### src/include/crf_pkg.sv
// constants and types shared by the current reference control logic
`default_nettype none

package crf_pkg;

  // special function register addresses
  localparam logic [7:0] CRF_ADDR_CONFIG = 8'hB9;
  localparam logic [7:0] CRF_ADDR_CONTROL = 8'hD6;

  // current_ref_control field layout
  localparam int CRF_CTL_DIR_BIT = 7;
  localparam int CRF_CTL_RANGE_BIT = 6;
  localparam int CRF_CTL_COUNT_MSB = 5;
  localparam int CRF_CTL_COUNT_LSB = 0;
  localparam logic [7:0] CRF_CTL_RESET = 8'h00;
  localparam logic [7:0] CRF_CTL_WMASK = 8'hFF;

  // current_ref_config field layout
  localparam int CRF_CFG_EN_BIT = 7;
  localparam int CRF_CFG_SEL_MSB = 2;
  localparam int CRF_CFG_SEL_LSB = 0;
  localparam logic [7:0] CRF_CFG_RESET = 8'h00;
  localparam logic [7:0] CRF_CFG_WMASK = 8'h87;

  // widths
  localparam int CRF_COUNT_W = 6;
  localparam int CRF_SEL_W = 3;
  localparam int CRF_STEPS_W = 7;
  localparam int CRF_MAG_W = 10;
  localparam int CRF_CUR_W = 11;

  // step sizes in microamps, and weight of the fine unit in steps
  localparam logic [3:0] CRF_STEP_LOW_UA = 4'h1;
  localparam logic [3:0] CRF_STEP_HIGH_UA = 4'h8;
  localparam logic [6:0] CRF_FINE_STEPS = 7'h02;
  localparam logic [5:0] CRF_COUNT_ZERO = 6'h00;

  // fine source select codes; the rest are reserved
  localparam logic [2:0] CRF_SRC_CMP0 = 3'h0;
  localparam logic [2:0] CRF_SRC_CMP1 = 3'h1;
  localparam logic [2:0] CRF_SRC_CMP2 = 3'h2;
  localparam int CRF_NUM_CMP = 3;

  localparam logic [7:0] CRF_RDATA_IDLE = 8'h00;

  // power state of the reference
  typedef enum logic [1:0] {
    CRF_PWR_OFF = 2'b01,
    CRF_PWR_ON = 2'b10
  } crf_pwr_t;

endpackage

`default_nettype wire

### src/logic/crf_fine_gate.sv
// picks one compare output and gates the extra fine current unit
`timescale 1ns/100ps
`default_nettype none

module crf_fine_gate
  import crf_pkg::*;
#(
  parameter int NUM_CMP = CRF_NUM_CMP
) (
  input wire logic clk_sys,
  input wire logic rst,
  input wire logic enable,
  input wire logic [CRF_SEL_W-1:0] source_select,
  input wire logic [NUM_CMP-1:0] compare_output,
  output logic fine_unit_on,
  output logic source_valid
);

  typedef struct packed {
    logic on;
    logic valid;
  } crf_fine_state_t;

  crf_fine_state_t state_reg;
  crf_fine_state_t state_next;
  logic [NUM_CMP-1:0] hit;

  // one match term per compare output
  genvar gi;
  generate
    for (gi = 0; gi < NUM_CMP; gi = gi + 1) begin : g_hit
      assign hit[gi] = (source_select == CRF_SEL_W'(gi)) && compare_output[gi];
    end
  endgenerate

  always_comb begin
    state_next = state_reg;
    // codes beyond the last channel are reserved
    state_next.valid = (source_select < CRF_SEL_W'(NUM_CMP));
    // reserved code or mode off keeps unit dark
    state_next.on = enable && state_next.valid && (|hit);
  end

  always_ff @(posedge clk_sys) begin
    if (rst) begin
      state_reg <= '0;
    end else begin
      state_reg <= state_next;
    end
  end

  assign fine_unit_on = state_reg.on;
  assign source_valid = state_reg.valid;

endmodule // crf_fine_gate

`default_nettype wire

### src/logic/crf_current_ref.sv
// register file and output control of the programmable current reference
`timescale 1ns/100ps
`default_nettype none

module crf_current_ref
  import crf_pkg::*;
#(
  parameter int NUM_CMP = CRF_NUM_CMP
) (
  input wire logic clk_sys,
  input wire logic rst,
  // special function register bus
  input wire logic [7:0] sfr_addr,
  input wire logic [7:0] sfr_wdata,
  input wire logic sfr_wr,
  input wire logic sfr_rd,
  output logic [7:0] sfr_rdata,
  output logic sfr_rvalid,
  // counter array compare outputs, same clock
  input wire logic [NUM_CMP-1:0] compare_output,
  // to the analog output stage
  output logic ref_enable,
  output logic sink_select,
  output logic range_select,
  output logic [CRF_COUNT_W-1:0] step_count,
  output logic fine_unit_on,
  output logic enhanced_mode_enable,
  output logic fine_source_valid,
  output logic [CRF_MAG_W-1:0] current_magnitude_ua,
  output logic signed [CRF_CUR_W-1:0] current_signed_ua
);

  typedef struct packed {
    logic [7:0] control;
    logic [7:0] config_r;
    crf_pwr_t pwr;
    logic [7:0] rdata;
    logic rvalid;
    logic [CRF_MAG_W-1:0] mag;
    logic signed [CRF_CUR_W-1:0] cur;
  } crf_state_t;

  crf_state_t state_reg;
  crf_state_t state_next;

  logic hit_control;
  logic hit_config;
  logic [CRF_COUNT_W-1:0] count_now;
  logic dir_now;
  logic range_now;
  logic mode_now;
  logic [CRF_SEL_W-1:0] sel_now;
  logic fine_on;
  logic fine_valid;
  logic [CRF_STEPS_W-1:0] steps_total;
  logic [CRF_MAG_W-1:0] mag_calc;
  logic [7:0] read_mux;

  assign hit_control = (sfr_addr == CRF_ADDR_CONTROL);
  assign hit_config = (sfr_addr == CRF_ADDR_CONFIG);

  // fields as currently stored
  assign dir_now = state_reg.control[CRF_CTL_DIR_BIT];
  assign range_now = state_reg.control[CRF_CTL_RANGE_BIT];
  assign count_now = state_reg.control[CRF_CTL_COUNT_MSB:CRF_CTL_COUNT_LSB];
  assign mode_now = state_reg.config_r[CRF_CFG_EN_BIT];
  assign sel_now = state_reg.config_r[CRF_CFG_SEL_MSB:CRF_CFG_SEL_LSB];

  // fine unit only while the reference itself is on
  crf_fine_gate #(
    .NUM_CMP(NUM_CMP)
  ) u_fine_gate (
    .clk_sys(clk_sys),
    .rst(rst),
    .enable(mode_now && (state_reg.pwr == CRF_PWR_ON)),
    .source_select(sel_now),
    .compare_output(compare_output),
    .fine_unit_on(fine_on),
    .source_valid(fine_valid)
  );

  // fine unit worth binary 10 in the count
  always_comb begin
    steps_total = {1'b0, count_now};
    if (fine_on) begin
      steps_total = 7'(steps_total + CRF_FINE_STEPS);
    end
  end

  // step size from the range bit
  // magnitude as steps times step size
  always_comb begin
    if (range_now) begin
      mag_calc = CRF_MAG_W'(steps_total) * CRF_MAG_W'(CRF_STEP_HIGH_UA);
    end else begin
      mag_calc = CRF_MAG_W'(steps_total) * CRF_MAG_W'(CRF_STEP_LOW_UA);
    end
  end

  // unused config bits read back as zero
  always_comb begin
    if (hit_control) begin
      read_mux = state_reg.control;
    end else if (hit_config) begin
      read_mux = state_reg.config_r & CRF_CFG_WMASK;
    end else begin
      read_mux = CRF_RDATA_IDLE;
    end
  end

  always_comb begin
    state_next = state_reg;

    // register writes; a write lands at the end of its cycle
    if (sfr_wr && hit_control) begin
      state_next.control = sfr_wdata & CRF_CTL_WMASK;
    end
    // bit 7 stored as the mode switch
    if (sfr_wr && hit_config) begin
      state_next.config_r = sfr_wdata & CRF_CFG_WMASK;
    end

    // reads answer one cycle later with the value before any same-cycle write
    state_next.rvalid = sfr_rd;
    if (sfr_rd) begin
      state_next.rdata = read_mux;
    end else begin
      state_next.rdata = CRF_RDATA_IDLE;
    end

    // zero count drops to low power
    case (state_reg.pwr)
      CRF_PWR_OFF: begin
        if (count_now != CRF_COUNT_ZERO) begin
          state_next.pwr = CRF_PWR_ON;
        end
      end
      CRF_PWR_ON: begin
        if (count_now == CRF_COUNT_ZERO) begin
          state_next.pwr = CRF_PWR_OFF;
        end
      end
      default: begin
        state_next.pwr = CRF_PWR_OFF;
      end
    endcase

    if (state_reg.pwr == CRF_PWR_ON) begin
      state_next.mag = mag_calc;
    end else begin
      state_next.mag = '0;
    end

    if (dir_now) begin
      state_next.cur = -$signed({1'b0, state_next.mag});
    end else begin
      state_next.cur = $signed({1'b0, state_next.mag});
    end
  end

  always_ff @(posedge clk_sys) begin
    if (rst) begin
      state_reg.control <= CRF_CTL_RESET;
      state_reg.config_r <= CRF_CFG_RESET;
      state_reg.pwr <= CRF_PWR_OFF;
      state_reg.rdata <= CRF_RDATA_IDLE;
      state_reg.rvalid <= 1'b0;
      state_reg.mag <= '0;
      state_reg.cur <= '0;
    end else begin
      state_reg <= state_next;
    end
  end

  assign sfr_rdata = state_reg.rdata;
  assign sfr_rvalid = state_reg.rvalid;
  assign ref_enable = (state_reg.pwr == CRF_PWR_ON);
  assign sink_select = dir_now;
  assign range_select = range_now;
  assign step_count = count_now;
  assign fine_unit_on = fine_on;
  assign enhanced_mode_enable = mode_now;
  assign fine_source_valid = fine_valid;
  assign current_magnitude_ua = state_reg.mag;
  assign current_signed_ua = state_reg.cur;

endmodule // crf_current_ref

`default_nettype wire

### config.mk
export PLATFORM = sky130hd
export DESIGN_NAME = crf_current_ref
export DESIGN_NICKNAME = d
export VERILOG_FILES = /design/src/include/crf_pkg.sv /design/src/logic/crf_fine_gate.sv /design/src/logic/crf_current_ref.sv
export SDC_FILE = /design/constraint.sdc
export NUM_CORES = 1
export LEC_CHECK = 0
export BUFFER_PORTS_ARGS = -buffer_cell sky130_fd_sc_hd__buf_4
export CORE_UTILIZATION = 47
export CTS_BUF_LIST = sky130_fd_sc_hd__clkbuf_8 sky130_fd_sc_hd__clkbuf_16
export CTS_CLUSTER_SIZE = 20
export DETAILED_ROUTE_END_ITERATION = 7
export PLACE_DENSITY = 0.8
export SYNTH_ARGS = -nofsm -noshare
export SYNTH_HDL_FRONTEND = slang
export SYNTH_SLANG_ARGS = --single-unit
### constraint.sdc
create_clock -name clk_sys -period 1.8 [get_ports clk_sys]
set_input_delay 0.45 -clock clk_sys [delete_from_list [all_inputs] [get_ports clk_sys]]
set_output_delay 0.45 -clock clk_sys [all_outputs]
set_load 0.03 [all_outputs]
# [Yosys cells after proc, flatten, opt, wreduce, memory -nomap -nowiden]
# Index checks and enable logic that the tools add are counted.
[totals] regBits=46 out_inout_bits=42 input_bits=23 elab_cells=47
[classes] addsub=2 n_eq_ne=8 mux=9 bitwise_logic=2 n_lt_le_gt_ge=1 n_reduce_logical=15
[ops] operator="$mux 10" n=3
[ops] operator="$eq 8x8->1 const B" n=2
[ops] operator="$mux 8" n=2
[ops] operator="$neg 10->11" n=1
[ops] operator="$logic_and 1x1->1" n=8
[ops] operator="$add 6x2->7 const B" n=1
[ops] operator="$mux 7" n=1
[ops] operator="$logic_not 6->1" n=1
[ops] operator="$reduce_bool 6->1" n=1
[ops] operator="$mux 2" n=2
[ops] operator="$pmux 2 s2" n=1
[ops] operator="$reduce_or 2->1" n=2
[ops] operator="$eq 3x1->1 const B" n=1
[ops] operator="$eq 3x2->1 const B" n=1
[ops] operator="$logic_not 3->1" n=1
[ops] operator="$lt 3x2->1 const B" n=1
[ops] operator="$reduce_or 3->1" n=1
[ops] operator="$eq 2x1->1 const B" n=1
[ops] operator="$eq 2x2->1 const B" n=1
[ops] operator="$ne 2x1->1 const B" n=1
[ops] operator="$ne 2x2->1 const B" n=1
[ops] operator="$not 1->1" n=2
[ops] operator="$reduce_and 2->1" n=1

# [Depth between registers and ports, before layout]
[logic_depth] word_depth=6 mapped_depth=8 ltp_nobuf=7

# [Cells and area by module]
# From an unflattened synthesis, not the netlist that was laid out.
[hier_totals] cells_unflattened=233 area_unflattened_um2=2210.9
[modules_own_cells] module="crf_current_ref" area_each_um2=2120.8 cells_per_inst=225 instances=1
[modules_own_cells] module="crf_fine_gate" area_each_um2=90.1 cells_per_inst=8 instances=1

# [Least setup slack after synthesis]
# No wires, ideal clock.
[synth_timing] kind="register to register" start="reg state_reg, in the netlist range_select" end="reg state_reg, in the netlist current_signed_ua[8]" n_path_buf=1 period_less_slack_ps=2065 slack_ps=-265 stages_incl_launch_ff=9 arrival_time_ps=1944 setup_time_ps=121 t_required_ps=1679 path_cell_list="dfxtp_1 > buf_2 > nor3b_1 > nand2_1 > ha_1 > o31ai_1 > a211oi_2 > o22ai_1 > mux2_4"
[synth_via] elab_chain_len=4
[synth_rtl] item="start: declaration" line="crf_current_ref.sv:43" rtl="crf_state_t state_reg;"
[synth_rtl] item="start signal: assignment" line="crf_current_ref.sv:171" rtl="state_reg <= state_next;"
[synth_rtl] item="$mux 10 (*)" line="crf_current_ref.sv:93" rtl="if (range_now) begin"
[synth_rtl] item="$mux 10 (*)" line="crf_current_ref.sv:148" rtl="if (state_reg.pwr == CRF_PWR_ON) begin"
[synth_rtl] item="$neg 10->11" line="crf_current_ref.sv:155" rtl="state_next.cur = -$signed({1'b0, state_next.mag});"
[synth_rtl] item="$mux 10 (*)" line="crf_current_ref.sv:154" rtl="if (dir_now) begin"
# Mark *: on every way between the ends. The rest lies on a longest branch, timed or not.
# A chain may end at the register's enable or synchronous reset.

# [Final worst setup path]
[layout_timing] start="reg state_reg, in the netlist step_count[1]" end="reg state_reg, in the netlist current_signed_ua[8]"
[layout_via] elab_chain_len=6
[layout_rtl] item="$add 6x2->7" line="crf_current_ref.sv:86" rtl="steps_total = 7'(steps_total + CRF_FINE_STEPS);"
[layout_rtl] item="$mux 7 (*)" line="crf_current_ref.sv:85" rtl="if (fine_on) begin"
[layout_rtl] item="$mux 10 (*)" line="crf_current_ref.sv:93"
[layout_rtl] item="$mux 10 (*)" line="crf_current_ref.sv:148"
[layout_rtl] item="$neg 10->11" line="crf_current_ref.sv:155"
[layout_rtl] item="$mux 10 (*)" line="crf_current_ref.sv:154"
# Marks and branches as above.

==> impl_metrics.env <==
export IMPL_outcome="complete, but fails checks"
export IMPL_failed_checks="setup timing"
export IMPL_port_buffers=64
export IMPL_crit_path_max_incr_delay_ps=480
export IMPL_final_period_utilization_pct=106
export IMPL_grt_overflow_total=0
export IMPL_viasPerCell=5.07
export IMPL_postRouteAntennaNets=0
export IMPL_fp_dieArea_mm2=0.00526
export IMPL_post_synthesis_compound_gate_area_fraction_pct=13.6
export IMPL_tritoncts_clock_tree="done"
export IMPL_slowest_stage="sky130_fd_sc_hd__or4b_1"
export IMPL_clock_tree_root_cell="sky130_fd_sc_hd__clkbuf_8"
export IMPL_synthesis_instances=251
export IMPL_post_route_insts_no_fill=385
export IMPL_clkSinkCount=45
export IMPL_initial_util_pct=49.1
export IMPL_rows=25
export IMPL_post_synth_top_area_fraction_pct=38.6
export IMPL_final_setup_worst_slack_ps=-111
export IMPL_yosys_area_share_adder_pct=1.07
export IMPL_worst_slew_pin_transition_ps=360
export IMPL_grt_usage_pct=21.9
export IMPL_cts_hold_buffers=0
export IMPL_timing_critical_path_to_type="flip-flop"
export IMPL_worstPathArrival_ps=2100
export IMPL_detailed_place_area_mm2=0.00287
export IMPL_drc=0
export IMPL_cpLargestDelayFamily="simple AND/OR/NAND/NOR gates"
export IMPL_clk_pin_slew_worst_paths_ps=80
export IMPL_postSynth_topFlopCell="sky130_fd_sc_hd__dfxtp_1"
export IMPL_placeableCoreArea_mm2=0.00475
export IMPL_cp_buffers_inverters=0
export IMPL_cts_buffers_inserted=5
export IMPL_drive_gt1_share_pct=47.5
export IMPL_top_layer_used="met4"
export IMPL_die_y_um=72.5
export IMPL_grt_pass1_wl_um=8780
export IMPL_layout_stage_area_growth_over_the_synthesis_result_pct=37.0
export IMPL_detailedPlacementHpwl_um=3920
export IMPL_p_leak_nw=1.44
export IMPL_antenna_cell_count=0
export IMPL_finalCriticalPeriod_ps=1910
export IMPL_final_max_slew_viols=0
export IMPL_met2_wirelength_um=2850
export IMPL_detailroute_via_count=1951
export IMPL_boundary_pins=65
export IMPL_yosysWarningCount=0
export IMPL_number_of_placed_instances_taps_included=370
export IMPL_count_of_routing_violations_after_the_opening_detailed_route_iteration=98
export IMPL_synth_simple_area_share_pct=20.7
export IMPL_synth_edff_count=0
export IMPL_htree_levels=2
export IMPL_antenna_found_initial=0
export IMPL_finalHoldViolCount=0
export IMPL_fp_dieW_um=72.5
export IMPL_crit_fanout=3
export IMPL_cell_accounting_for_the_most_synthesized_area="sky130_fd_sc_hd__dfxtp_1"
export IMPL_main_combinational_cell_family_by_area_after_synthesis="simple AND/OR/NAND/NOR gates"
export IMPL_drt_first_pass_iters=4
export IMPL_yosys_top_cells_count="45 x sky130_fd_sc_hd__dfxtp_1, 36 x sky130_fd_sc_hd__buf_4, 33 x sky130_fd_sc_hd__nor2_1"
export IMPL_postLayoutCoreUtil_pct=67.3
export IMPL_max_clock_path_buffers=2
export IMPL_yosys_top_cells_area="sky130_fd_sc_hd__dfxtp_1 39%, sky130_fd_sc_hd__buf_4 12%, sky130_fd_sc_hd__mux2i_1 6.0%, sky130_fd_sc_hd__nor2_1 5.3%, sky130_fd_sc_hd__xnor2_1 1.9%"
export IMPL_synth_xor_xnor_area_share_pct=2.62
export IMPL_worst_skew_pair_late_latency_ps=300
export IMPL_report_final_setup_viol=5
export IMPL_detail_route_wirelength_met1_um=2350
export IMPL_fin_worst_skew_ps=4.55
export IMPL_synth_seq_area_share_pct=38.6
export IMPL_max_vdd_ir_drop_mv=0.413
export IMPL_async_flop_share_pct=0
export IMPL_yosysMostFrequentCell="sky130_fd_sc_hd__dfxtp_1"
export IMPL_stdcell_area_mm2=0.00320
export IMPL_min_path_type="input pin to flip-flop"
export IMPL_globalplace_congestion=0.825
export IMPL_synthesis_area_mm2=0.00234
export IMPL_synth_fp_nets=276
export IMPL_first_global_vias=1917
export IMPL_critical_path_startpoint_type="flip-flop"
export IMPL_grt_max_degree=25
export IMPL_max_cap_violations=0
export IMPL_crit_chain="ha_4, or4b_1, o211ai_2, and3_4, o22ai_4, mux2_4"
export IMPL_synthMuxAreaShare_pct=7.61
export IMPL_synthesis_area_per_instance_um2=9.31
export IMPL_detailroute_wirelength_met3_um=196
export IMPL_synth_seq_cells=45
export IMPL_route_detailed_wl_per_inst_um=14.2
export IMPL_crit_type="flip-flop to flip-flop"
export IMPL_power_density_mw_per_mm2=613
export IMPL_max_clock_freq_ghz=0.523
export IMPL_maxSlewHeadroom_pct=75.5
export IMPL_wl_um=5470
export IMPL_cp_data_required_time_ps=1990
export IMPL_setup_repair_after_global_routing_missed_its_margin="yes"
export IMPL_layout_nets=342
export IMPL_ys_types=61
## routing by layer
layer / track usage [%] / vias to the layer above
met5: 0 / -
met4: 6.54 / 0
met3: 4.31 / 11
met2: 39.5 / 40
met1: 26.2 / 934
li1: - / 966
## per-stage QoR
stage	TNS (ps)	setup WS (ps)	hold slack (ps)	total power (W)
after global placement	-265	-108	463	0.00110
after floorplan	-210	-98.3	436	0.00105
after detailed placement	-523	-187	471	0.00110
after CTS	-371	-134	377	0.00197
after global routing	-822	-157	395	0.00202
final	-431	-111	375	0.00196
## worst paths after layout
path              slack (ps)                             endpoint                        from  depth (start not counted)
setup / recovery        -110      current_signed_ua[8]$_SDFF_PP0_  step_count[1]$_SDFFE_PP0P_                          6
hold / removal           370           step_count[3]$_SDFFE_PP0P_                sfr_wdata[3]                          3
setup reg to reg        -110      current_signed_ua[8]$_SDFF_PP0_  step_count[1]$_SDFFE_PP0P_                          6
hold reg to reg          490  u_fine_gate.source_valid$_SDFF_PP0_     sel_now[2]$_SDFFE_PP0P_                          1
## cell usage in the layout, fill, tap and decap left out, drive strengths merged, types with 5 or more instances in the layout
cell	synthesis	layout
and2	6	6
nor3	6	6
buf	43	108
mux2i	14	14
xnor2	5	5
nand2	7	7
nor2	33	33
nor2b	5	5
dfxtp	45	45
a21oi	5	5
a22o	5	5
inv	8	7
clkbuf	6	5
## cell type report
| class | count | area (µm²) |
|---|---|---|
| clock buffer | 5 | 68.8 |
| clock inverter | 3 | 65.1 |
| fill | 373 | 1550 |
| inverter | 8 | 33.8 |
| multi-input combinational | 149 | 1220 |
| sequential | 45 | 915 |
| tap | 67 | 83.8 |
| timing repair buffer | 108 | 818 |
## cells by family after synthesis
group | after synthesis
simple gates | 86
fa+ha+maj | 2
flops | 45
xor+xnor | 7
buf+inv | 57
compound gates | 37
mux | 17
## power by group
part	internal (W)	total [W]	switching [W]	leakage, nW
registers	0.000994	0.000995	0.00000132	0.366
clock network	0.000551	0.000887	0.000336	0.0681
logic	0.0000431	0.0000782	0.0000351	1.01
total	0.00159	0.00196	0.000373	1.44
## tightest hold or removal path, cell delays in order
cell and delay, ps:
sky130_fd_sc_hd__buf_4 70, sky130_fd_sc_hd__mux2i_1 50, sky130_fd_sc_hd__nor2_1 70
## repair_timing
item / CTS / global route
setup buffers: 6 / 2
endpoints found under the setup margin: 6 / 7
pin swaps: 9 / 8
gates resized for setup: 13 / 18
Power figures use the tool's default switching activity.
